--- src/common/loader_defines.vh ---
// Constants for the pulse program loader host controller.
// Assumes inclusion by bare name from the design files.
`ifndef LOADER_DEFINES_VH
`define LOADER_DEFINES_VH
// Device I/O offsets.
`define OFS_DEVICE_RESET 3'h0
`define OFS_RUN_START 3'h1
`define OFS_WORD_BYTES 3'h2
`define OFS_TARGET_SEL 3'h3
`define OFS_ADDR_CLEAR 3'h4
`define OFS_FLAG_CLOCK 3'h5
`define OFS_DATA_BYTE 3'h6
`define OFS_LOAD_DONE 3'h7
// Target codes and word widths.
`define TARGET_FLAGS 8'hFF
`define TARGET_TUNING 8'h01
`define TARGET_PROGRAM 8'h00
`define BYTES_SHORT 8'h04
`define BYTES_INSTR 8'h0A
// Wishbone register offsets (byte addresses).
`define REG_CONTROL 4'h0
`define REG_WORD_LO 4'h4
`define REG_WORD_MID 4'h8
`define REG_WORD_HI 4'hC
// Control register commands, bits 2..0.
`define CMD_NONE 3'h0
`define CMD_START_FLAGS 3'h1
`define CMD_START_TUNING 3'h2
`define CMD_START_PROGRAM 3'h3
`define CMD_PUSH_WORD 3'h4
`define CMD_FINISH 3'h5
`define CMD_RUN 3'h6
`define CMD_STOP 3'h7
// Instruction fields.
`define INSTR_PATTERN_MSB 79
`define INSTR_DATA_MSB 55
`define INSTR_OPCODE_MSB 35
`define INSTR_DELAY_MSB 31
// Port strobe timing: cycles the write pulse is held and the gap after.
`define STROBE_NS 100
`define GAP_NS 100
`define CLK_NS 10
`define STROBE_CYCLES ((`STROBE_NS + `CLK_NS - 1) / `CLK_NS)
`define GAP_CYCLES ((`GAP_NS + `CLK_NS - 1) / `CLK_NS)
`endif

--- src/design/wb_cmd_slave.v ---
// Classic Wishbone slave holding the command and data word registers.
// Assumes a single-cycle classic master; ack comes one cycle after request.
`timescale 1ns/10ps
`include "loader_defines.vh"
module wb_cmd_slave
(
  input wire clk,
  input wire rst,
  input wire wb_cyc_i,
  input wire wb_stb_i,
  input wire wb_we_i,
  input wire [3:0] wb_adr_i,
  input wire [3:0] wb_sel_i,
  input wire [31:0] wb_dat_i,
  output reg [31:0] wb_dat_o,
  output reg wb_ack_o,
  input wire busy,
  input wire [7:0] words_sent,
  output reg cmd_valid,
  output reg [2:0] cmd_code,
  output reg [79:0] word_out
);
  // Writes are taken in the cycle ack rises; ack drops next cycle.
  always @(posedge clk)
  begin
    if (rst)
    begin
      wb_ack_o <= 1'b0;
      wb_dat_o <= 32'h0;
      cmd_valid <= 1'b0;
      cmd_code <= `CMD_NONE;
      word_out <= 80'h0;
    end
    else
    begin
      wb_ack_o <= wb_cyc_i & wb_stb_i & ~wb_ack_o;
      cmd_valid <= 1'b0;
      if (wb_cyc_i & wb_stb_i & ~wb_ack_o)
      begin
        if (wb_we_i)
        begin
          // Commands arriving while busy are dropped; software polls busy.
          if (wb_adr_i == `REG_CONTROL)
          begin
            if (wb_sel_i[0] & ~busy)
            begin
              cmd_valid <= 1'b1;
              cmd_code <= wb_dat_i[2:0];
            end
          end
          else if (wb_adr_i == `REG_WORD_LO)
          begin
            if (wb_sel_i[0]) word_out[7:0] <= wb_dat_i[7:0];
            if (wb_sel_i[1]) word_out[15:8] <= wb_dat_i[15:8];
            if (wb_sel_i[2]) word_out[23:16] <= wb_dat_i[23:16];
            if (wb_sel_i[3]) word_out[31:24] <= wb_dat_i[31:24];
          end
          else if (wb_adr_i == `REG_WORD_MID)
          begin
            if (wb_sel_i[0]) word_out[39:32] <= wb_dat_i[7:0];
            if (wb_sel_i[1]) word_out[47:40] <= wb_dat_i[15:8];
            if (wb_sel_i[2]) word_out[55:48] <= wb_dat_i[23:16];
            if (wb_sel_i[3]) word_out[63:56] <= wb_dat_i[31:24];
          end
          else if (wb_adr_i == `REG_WORD_HI)
          begin
            if (wb_sel_i[0]) word_out[71:64] <= wb_dat_i[7:0];
            if (wb_sel_i[1]) word_out[79:72] <= wb_dat_i[15:8];
          end
        end
        else
        begin
          // Reads: control shows state, word registers read back; else zero.
          if (wb_adr_i == `REG_CONTROL)
            wb_dat_o <= {16'h0, words_sent, 7'h0, busy};
          else if (wb_adr_i == `REG_WORD_LO)
            wb_dat_o <= word_out[31:0];
          else if (wb_adr_i == `REG_WORD_MID)
            wb_dat_o <= word_out[63:32];
          else if (wb_adr_i == `REG_WORD_HI)
            wb_dat_o <= {16'h0, word_out[79:64]};
          else
            wb_dat_o <= 32'h0;
        end
      end
    end
  end
endmodule

--- src/design/port_writer.v ---
// Drives one byte write to the device's 3-bit I/O port.
// Assumes the device latches data on the strobe; strobe and gap are counted.
`timescale 1ns/10ps
`include "loader_defines.vh"
module port_writer
#(
  parameter STROBE_CYCLES = `STROBE_CYCLES,
  parameter GAP_CYCLES = `GAP_CYCLES
)
(
  input wire clk,
  input wire rst,
  input wire req,
  input wire [2:0] req_offset,
  input wire [7:0] req_data,
  output reg done,
  output reg [2:0] port_addr,
  output reg [7:0] port_data,
  output reg port_wr
);
  localparam IDLE = 2'h0;
  localparam STROBE = 2'h1;
  localparam GAP = 2'h2;
  reg [1:0] state_reg;
  reg [7:0] count_reg;
  // Address and data are held steady across strobe and gap for setup/hold.
  always @(posedge clk)
  begin
    if (rst)
    begin
      state_reg <= IDLE;
      count_reg <= 8'h00;
      done <= 1'b0;
      port_addr <= 3'h0;
      port_data <= 8'h00;
      port_wr <= 1'b0;
    end
    else
    begin
      done <= 1'b0;
      case (state_reg)
        IDLE:
        begin
          if (req)
          begin
            port_addr <= req_offset;
            port_data <= req_data;
            port_wr <= 1'b1;
            count_reg <= STROBE_CYCLES[7:0] - 8'h01;
            state_reg <= STROBE;
          end
        end
        STROBE:
        begin
          if (count_reg == 8'h00)
          begin
            port_wr <= 1'b0;
            count_reg <= GAP_CYCLES[7:0] - 8'h01;
            state_reg <= GAP;
          end
          else
            count_reg <= count_reg - 8'h01;
        end
        default:
        begin
          if (count_reg == 8'h00)
          begin
            done <= 1'b1;
            state_reg <= IDLE;
          end
          else
            count_reg <= count_reg - 8'h01;
        end
      endcase
    end
  end
endmodule

--- src/design/pulse_program_loader.v ---
// Host controller that loads flags, tuning words and instructions into the
// pulse sequencer board over its eight-offset byte port.
// Assumes software gives orders over classic Wishbone and polls busy.
// Assumes the board latches each byte on the strobe and never answers.
// Commands are not queued; one given while busy is lost.
`timescale 1ns/10ps
`include "loader_defines.vh"
////////////////////////////////////////////////////////////////////////////////
// Summary of operation
// - Software computes tuning word from frequency
// - Write zero to offset 0 resets loader
// - Offset 2 sets bytes per word
// - Offset 3 selects flags, tuning or program
// - Offset 4 clears load address counter
// - Data bytes to offset 6, MSB first
// - Offset 5 written twice after flag bytes
// - Offset 7 marks programming complete
// - Offset 1 starts the pulse program
// - Instructions are ten bytes, byte 9 first
module pulse_program_loader
#(
  parameter STROBE_CYCLES = `STROBE_CYCLES,
  parameter GAP_CYCLES = `GAP_CYCLES
)
(
  input wire clk,
  input wire rst,
  input wire wb_cyc_i,
  input wire wb_stb_i,
  input wire wb_we_i,
  input wire [3:0] wb_adr_i,
  input wire [3:0] wb_sel_i,
  input wire [31:0] wb_dat_i,
  output wire [31:0] wb_dat_o,
  output wire wb_ack_o,
  output wire [2:0] port_addr,
  output wire [7:0] port_data,
  output wire port_wr
);
  ////////////////////////////////////////////////////////////////////////////////
  // Sequencer states; each step issues one port write.
  // S_IDLE waits for a software command.
  // S_SETUP sends the four writes that open a pass.
  // S_DATA sends one byte of the staged word.
  // S_SINGLE sends done, run, stop or a flag clock.
  // S_WAIT holds until the port writer is done.
  localparam S_IDLE = 3'h0;
  localparam S_SETUP = 3'h1;
  localparam S_DATA = 3'h2;
  localparam S_SINGLE = 3'h3;
  localparam S_WAIT = 3'h4;

  // Sequencer state and the word in flight.
  reg [2:0] state_reg; // Current sequencer state.
  reg [2:0] return_reg; // State to resume after a port write.
  reg [1:0] setup_step_reg; // Which of the four setup writes comes next.
  reg [3:0] byte_idx_reg; // Byte of the current word still to send.
  reg [3:0] word_bytes_reg; // Bytes in a word for the active target.
  reg [7:0] target_reg; // Active load target code.
  reg [1:0] flag_clk_reg; // Remaining flag buffer clock writes.
  reg [7:0] words_sent_reg; // Words pushed since setup, mirrors device address.
  reg [79:0] shift_reg; // Word being streamed out.

  // Request lines to the port writer.
  reg req_reg; // Request to the port writer.
  reg [2:0] req_off_reg; // Offset for that request.
  reg [7:0] req_dat_reg; // Byte for that request.

  // Links to the slave and the writer.
  wire busy; // Sequencer is not idle.
  wire cmd_valid; // One-cycle command from software.
  wire [2:0] cmd_code; // Command code.
  wire [79:0] word_in; // Word staged by software.
  wire wr_done; // Port writer finished one write.

  // Busy covers the request cycle too, so no command slips in
  // between a state change and the writer taking the request.
  assign busy = (state_reg != S_IDLE) | req_reg;

  ////////////////////////////////////////////////////////////////////////////////
  // Returns the byte of a word by index; byte 9 is the top of an instruction.
  // The index never exceeds 9, so the select stays inside the word.
  // A function keeps byte order in one place.
  function [7:0] pick_byte;
    input [79:0] word;
    input [3:0] idx;
    begin
      pick_byte = word[idx * 8 +: 8];
    end
  endfunction

  ////////////////////////////////////////////////////////////////////////////////
  // Register slave for software.
  // A word is staged in three bus writes, then pushed.
  wb_cmd_slave u_slave
  (
    .clk(clk),
    .rst(rst),
    .wb_cyc_i(wb_cyc_i),
    .wb_stb_i(wb_stb_i),
    .wb_we_i(wb_we_i),
    .wb_adr_i(wb_adr_i),
    .wb_sel_i(wb_sel_i),
    .wb_dat_i(wb_dat_i),
    .wb_dat_o(wb_dat_o),
    .wb_ack_o(wb_ack_o),
    .busy(busy),
    .words_sent(words_sent_reg),
    .cmd_valid(cmd_valid),
    .cmd_code(cmd_code),
    .word_out(word_in)
  );

  // Byte port driver; its outputs are registered and go straight out.
  // Strobe and gap are parameters so a slow board is met easily.
  port_writer
  #(
    .STROBE_CYCLES(STROBE_CYCLES),
    .GAP_CYCLES(GAP_CYCLES)
  )
  u_writer
  (
    .clk(clk),
    .rst(rst),
    .req(req_reg),
    .req_offset(req_off_reg),
    .req_data(req_dat_reg),
    .done(wr_done),
    .port_addr(port_addr),
    .port_data(port_data),
    .port_wr(port_wr)
  );

  ////////////////////////////////////////////////////////////////////////////////
  // Main sequencer. Instruction fields, opcodes and tuning values are composed
  // by software the
  // controller only streams them, so any field layout passes through unchanged.
  // That covers output control, flow opcodes and delay counts alike.
  // Every write waits out the full strobe and gap; a ten-byte word
  // takes ten write cycles, traded for one simple, safe port timing.
  // The port is write-only, so nothing here confirms that the board
  // took a byte; software relies on the strobe timing.
  always @(posedge clk)
  begin
    // Reset leaves the sequencer idle with no request.
    if (rst)
    begin
      state_reg <= S_IDLE;
      return_reg <= S_IDLE;
      setup_step_reg <= 2'h0;
      byte_idx_reg <= 4'h0;
      // Width four matches flags and tuning.
      word_bytes_reg <= 4'h4;
      // Target defaults to program memory.
      target_reg <= `TARGET_PROGRAM;
      flag_clk_reg <= 2'h0;
      words_sent_reg <= 8'h00;
      shift_reg <= 80'h0;
      req_reg <= 1'b0;
      req_off_reg <= 3'h0;
      req_dat_reg <= 8'h00;
    end
    else
    begin
      // The request is a one-cycle pulse.
      req_reg <= 1'b0;
      // One state per step; S_WAIT is the default branch.
      case (state_reg)
        S_IDLE:
        begin
          // Commands are read only here.
          if (cmd_valid)
          begin
            if (cmd_code == `CMD_START_FLAGS)
            begin
              // Flag values are one four-byte word.
              target_reg <= `TARGET_FLAGS;
              word_bytes_reg <= 4'h4;
              setup_step_reg <= 2'h0;
              state_reg <= S_SETUP;
            end
            else if (cmd_code == `CMD_START_TUNING)
            begin
              // Four registers of four bytes follow, register 0 first.
              target_reg <= `TARGET_TUNING;
              word_bytes_reg <= 4'h4;
              setup_step_reg <= 2'h0;
              state_reg <= S_SETUP;
            end
            else if (cmd_code == `CMD_START_PROGRAM)
            begin
              // Instructions are ten bytes wide.
              target_reg <= `TARGET_PROGRAM;
              word_bytes_reg <= 4'hA;
              setup_step_reg <= 2'h0;
              state_reg <= S_SETUP;
            end
            else if (cmd_code == `CMD_PUSH_WORD)
            begin
              // Flag words keep all bits; only 9..0 drive TTL lines.
              // A copy lets software stage the next word.
              shift_reg <= word_in;
              byte_idx_reg <= word_bytes_reg - 4'h1;
              state_reg <= S_DATA;
            end
            else if (cmd_code == `CMD_FINISH)
            begin
              // Sent once after the last instruction.
              req_off_reg <= `OFS_LOAD_DONE;
              req_dat_reg <= 8'h00;
              state_reg <= S_SINGLE;
            end
            else if (cmd_code == `CMD_RUN)
            begin
              // Also serves as restart after a stop.
              req_off_reg <= `OFS_RUN_START;
              req_dat_reg <= 8'h00;
              state_reg <= S_SINGLE;
            end
            else if (cmd_code == `CMD_STOP)
            begin
              // Stop is the device reset write; it halts a running program.
              req_off_reg <= `OFS_DEVICE_RESET;
              req_dat_reg <= 8'h00;
              state_reg <= S_SINGLE;
            end
          end
        end

        S_SETUP:
        begin
          // Reset, width, target, address clear, in that order.
          // Every setup step is one port write.
          req_reg <= 1'b1;
          return_reg <= S_SETUP;
          state_reg <= S_WAIT;
          setup_step_reg <= setup_step_reg + 2'h1;
          // Step 0 resets, 1 sets width, 2 target, 3 clears.
          // The step count wraps to zero after the clear.
          if (setup_step_reg == 2'h0)
          begin
            req_off_reg <= `OFS_DEVICE_RESET;
            req_dat_reg <= 8'h00;
          end
          else if (setup_step_reg == 2'h1)
          begin
            req_off_reg <= `OFS_WORD_BYTES;
            req_dat_reg <= {4'h0, word_bytes_reg};
          end
          else if (setup_step_reg == 2'h2)
          begin
            req_off_reg <= `OFS_TARGET_SEL;
            req_dat_reg <= target_reg;
          end
          else
          begin
            req_off_reg <= `OFS_ADDR_CLEAR;
            req_dat_reg <= 8'h00;
            // Count restarts with the device address.
            words_sent_reg <= 8'h00;
            return_reg <= S_IDLE;
          end
        end

        S_DATA:
        begin
          // Most significant byte first down to byte 0.
          // Each byte goes to the data offset.
          req_reg <= 1'b1;
          req_off_reg <= `OFS_DATA_BYTE;
          req_dat_reg <= pick_byte(shift_reg, byte_idx_reg);
          state_reg <= S_WAIT;
          // Index zero marks the last byte of the word.
          if (byte_idx_reg == 4'h0)
          begin
            // Device address steps on a full word.
            words_sent_reg <= words_sent_reg + 8'h01;
            // Flag words go on to two buffer clock writes.
            if (target_reg == `TARGET_FLAGS)
            begin
              // Two writes: clock high, then low.
              flag_clk_reg <= 2'h2;
              return_reg <= S_SINGLE;
              req_off_reg <= `OFS_DATA_BYTE;
            end
            // Other targets are done after the last byte.
            else
              return_reg <= S_IDLE;
          end
          else
          begin
            // More bytes remain; come back for the next.
            byte_idx_reg <= byte_idx_reg - 4'h1;
            return_reg <= S_DATA;
          end
        end

        S_SINGLE:
        begin
          // Single write; for flags it repeats to raise then drop the buffer clock.
          req_reg <= 1'b1;
          state_reg <= S_WAIT;
          return_reg <= S_IDLE;
          // Otherwise offset and byte were set with the command.
          if (flag_clk_reg != 2'h0)
          begin
            req_off_reg <= `OFS_FLAG_CLOCK;
            req_dat_reg <= 8'h00;
            flag_clk_reg <= flag_clk_reg - 2'h1;
            // The first clock write comes back for the second.
            if (flag_clk_reg == 2'h2)
              return_reg <= S_SINGLE;
          end
        end

        default:
        begin
          // Wait for the port writer before the next step.
          // The done pulse lasts one cycle and is seen here.
          if (wr_done)
            state_reg <= return_reg;
        end
      endcase
    end
  end

  // No pass state survives a new setup; it starts clean.
endmodule

--- config.mk ---
export PLATFORM = sky130hd
export DESIGN_NAME = pulse_program_loader
export DESIGN_NICKNAME = d
export VERILOG_FILES = /design/src/design/wb_cmd_slave.v /design/src/design/port_writer.v /design/src/design/pulse_program_loader.v
export VERILOG_INCLUDE_DIRS = /design/src /design/src/common
export SDC_FILE = /design/constraint.sdc
export NUM_CORES = 1
export LEC_CHECK = 0
export BUFFER_PORTS_ARGS = -buffer_cell sky130_fd_sc_hd__buf_2
export CORE_MARGIN = 1
export CORE_UTILIZATION = 40
export DETAILED_ROUTE_END_ITERATION = 10
export PLACE_DENSITY_LB_ADDON = 0.3
export SETUP_SLACK_MARGIN = 0.5
export SYNTH_ARGS = -nofsm -noshare
export SYNTH_HDL_FRONTEND = slang
export SYNTH_HIERARCHICAL = 1
export SYNTH_SLANG_ARGS = --single-unit
export TNS_END_PERCENT = 5
--- constraint.sdc ---
create_clock -name clk -period 3.23 [get_ports clk]
set_input_delay 0.646 -clock clk [delete_from_list [all_inputs] [get_ports clk]]
set_output_delay 0.646 -clock clk [all_outputs]
set_load 0.1 [all_outputs]
==> impl_metrics.yaml <==
run_status:
  status: "completed"
drt:
  ant_nets: 0
  via_per_inst: 5.51
  wl_per_cell_um: 18.2
  dr.pass1.iters: 10
  drc: 0
  routed_wl_mm: 32.0
  drt_iter0_markers: 920
  num_vias: 9689
timing:
  setup_ws_ns: 0.792
  period_needed_ns: 2.44
  final-hold-violation-count: 0
  rsz0062_at_grt: "no"
  fin_tns_setup_ns: 0
  max_freq_mhz: 410
  relSlewSlack_pct: 37.4
  finalMaxSlewViolations: 0
  setup_viol: 0
  skew_ns: 0.0265
  finalCritPeriodShare_pct: 75.5
  max_slew.worst_pin.slew_ns: 0.930
synth:
  yosysWarnings: 6
  synth_edf_count: 0
  synth-main-ff-cell: "dfxtp_1"
  syn-mean-instance-area_um2: 9.04
  yosys-top-cells-area: "dfxtp_1 (43%), mux2i_1 (7.7%), nand2_1 (6.8%)"
  synthArstFlopShare_pct: 0
  synth_xor_area_share_pct: 0.147
  yosys.area.top_type_share_pct: 43.2
  yosysUniqueCellTypes: 74
  synth-seq-area-share_pct: 43.2
  synth_top_family_by_area: "simple AND/OR/NAND/NOR gates"
  synth_mux_area_share_pct: 11.6
  syn_inst: 1317
  yosys.area_share.adder_pct: 1.16
  synth_compound_area_share_pct: 14.6
  synthSimpleGateAreaFrac_pct: 24.7
  synth.ff_latch_count: 257
  mappedNetlistNets: 1373
  yosysTopAreaCell: "dfxtp_1"
  syn-cell-area_um2: 11900
setup_path:
  crit_type: "register to register"
  cp_max_fo: 14
  critPathArrivalTime_ns: 2.93
  endpoint_kind: "register"
  critical_path_required_ns: 3.72
  cp-start-kind: "register"
cts:
  cts_buffer_depth: 3
  post_cts_resized: 0
  cts_hold_buffers: 0
  cts_tree: "done"
  clock-sinks: 257
  clock_latency_ns: 0.56
  cts_buffers: 29
  clk_pin_slew_ns: 0.06
  root_buffer: "clkbuf_16"
  h-tree-depth: 1
  postCtsSetupRepairBufs: 0
layout:
  fillers: 2823
  drive_gt1_share_pct: 14.5
  seqCellArea_um2: 5140
  instances_no_fill: 1760
  area_growth_pct: 14.5
  diodes: 0
  nNetsFinal: 1410
  multi_input_area_um2: 6220
place:
  place_ws_ns: 0.777
  dp.cells: 1707
  io_buffers: 89
  dp.final_hpwl_mm: 22.4
  gp_congestion: 0.843
power:
  p_per_area_nw_per_um2: 521
  p_leak_uw: 0.00518
  totalPowerFinal_uw: 7100
  peakVddDrop_mv: 0.353
floorplan:
  die_w_um: 174
  start_util_pct: 41.0
  core_area_um2: 29000
  die_y_um: 174
  num_rows: 62
  die_area_um2: 30400
  ios: 90
global_routing:
  grt_usage_pct: 20.8
  antenna_found_initial: 0
  first_global_vias: 8988
  grt_pass1_wl_mm: 50.9
  gr-total-overflow: 0
  grt_max_degree: 86
run:
  drv_cap: 0
hold_path:
  hp-class: "input pin to register"
-- layout make-up --
class / instances / share of cell area, %
timing repair buffer: 114 / 4.88
multi-input combinational: 938 / 45.6
inverter: 14 / 0.386
clock inverter: 15 / 1.82
sequential: 257 / 37.8
clock buffer: 38 / 6.01
tap: 384 / 3.53
-- path summary, 6_finish.rpt --
| path | startpoint | endpoint | slack (ns) | cells past startpoint |
|---|---|---|---|---|
| worst max-delay path | setup_step_reg[0]$_SDFFE_PP0P_ | words_sent_reg[7]$_SDFFE_PP0P_ | 0.79 | 6 |
| worst min-delay path | wb_dat_i[25] | u_slave/word_out[25]$_SDFFE_PP0P_ | 0.39 | 3 |
| worst max register to register | setup_step_reg[0]$_SDFFE_PP0P_ | words_sent_reg[7]$_SDFFE_PP0P_ | 0.79 | 6 |
| worst min register to register | u_slave/wb_dat_o[20]$_SDFFE_PP0P_ | u_slave/wb_dat_o[20]$_SDFFE_PP0P_ | 0.45 | 2 |
-- Yosys cell counts, drive strengths merged (6+ instances only) --
cell / n
dfxtp: 257
or3: 12
clkbuf: 77
mux4: 16
or4: 13
o21a: 6
mux2i: 92
nand4: 8
a21oi: 145
a211oi: 14
nor3b: 6
nand2: 215
nand3b: 9
mux2: 9
nor2: 36
nor2b: 9
nand2b: 127
and3b: 33
a32oi: 9
nor4: 8
inv: 14
nor3: 12
ha: 11
o21ai: 37
buf: 31
a222oi: 9
a311oi: 6
nand3: 12
o2111ai: 20
a31oi: 11
-- layout by cell type, fill, tap and decap left out, types with 4 or more instances in the layout --
| cell type | synthesis | routed |
|---|---|---|
| and3b_1 | 33 | 33 |
| o2111ai_1 | 20 | 20 |
| mux4_2 | 16 | 16 |
| bufinv_16 | 0 | 6 |
| o21ai_1 | 7 | 7 |
| mux2_1 | 9 | 9 |
| nand2b_1 | 127 | 127 |
| nor4_1 | 6 | 6 |
| nand3b_1 | 9 | 9 |
| o31ai_1 | 5 | 5 |
| dfxtp_1 | 257 | 257 |
| clkbuf_16 | 0 | 29 |
| nor2b_1 | 9 | 9 |
| nor3b_1 | 4 | 4 |
| nand3_1 | 9 | 9 |
| a21oi_1 | 145 | 145 |
| a32oi_1 | 9 | 9 |
| inv_1 | 14 | 14 |
| a211oi_1 | 14 | 14 |
| buf_4 | 4 | 23 |
| o21ai_0 | 30 | 30 |
| and4_1 | 5 | 5 |
| nand4_1 | 6 | 6 |
| nor3_1 | 11 | 11 |
| a222oi_1 | 9 | 9 |
| nor2_1 | 35 | 35 |
| ha_1 | 11 | 11 |
| o21a_1 | 6 | 6 |
| buf_2 | 22 | 88 |
| a311oi_1 | 6 | 6 |
| nand2_1 | 215 | 215 |
| clkbuf_8 | 1 | 6 |
| a31oi_1 | 11 | 11 |
| or3_1 | 12 | 12 |
| or4_1 | 13 | 13 |
| mux2i_1 | 92 | 92 |
-- power breakdown --
group	switching [uW]	total [uW]	internal, uW
Clock	1360	3630	2270
Combinational	195	286	90.9
Sequential	7.02	3180	3180
Total	1560	7100	5540
-- through the flow --
stage / hold slack, ns / area [um^2] / util, %
CTS: 0.385 / 13600 / 47.0
global placement: 0.439 / 12600 / 43.3
global route: 0.404 / 13600 / 47.0
floorplan: 0.426 / 11900 / -
detailed placement: 0.444 / 12600 / 43.3
finish: 0.393 / 13600 / 47.0
-- logic make-up after synthesis --
logic type,count (synthesis)
flops,257
fa+ha+maj,11
simple gates,528
compound gates,280
xor+xnor,2
buf+inv,122
mux,117
-- worst max-delay path: stages (launching register included) --
cell and delay, ns:
dfxtp_1 0.38, inv_1 0.11, ha_1 0.21, or4b_1 0.60, o32a_4 0.42, or4_1 0.51
a21oi_1 0.14
-- layer usage --
metal / global-route usage (%) / wire, um
met1: 29.6 / 15100
met3: 2.67 / 1890
met4: 6.20 / 747
met2: 32.7 / 14300
met5: 0 / 0
Note: power is estimated with default switching activity, not from simulation.
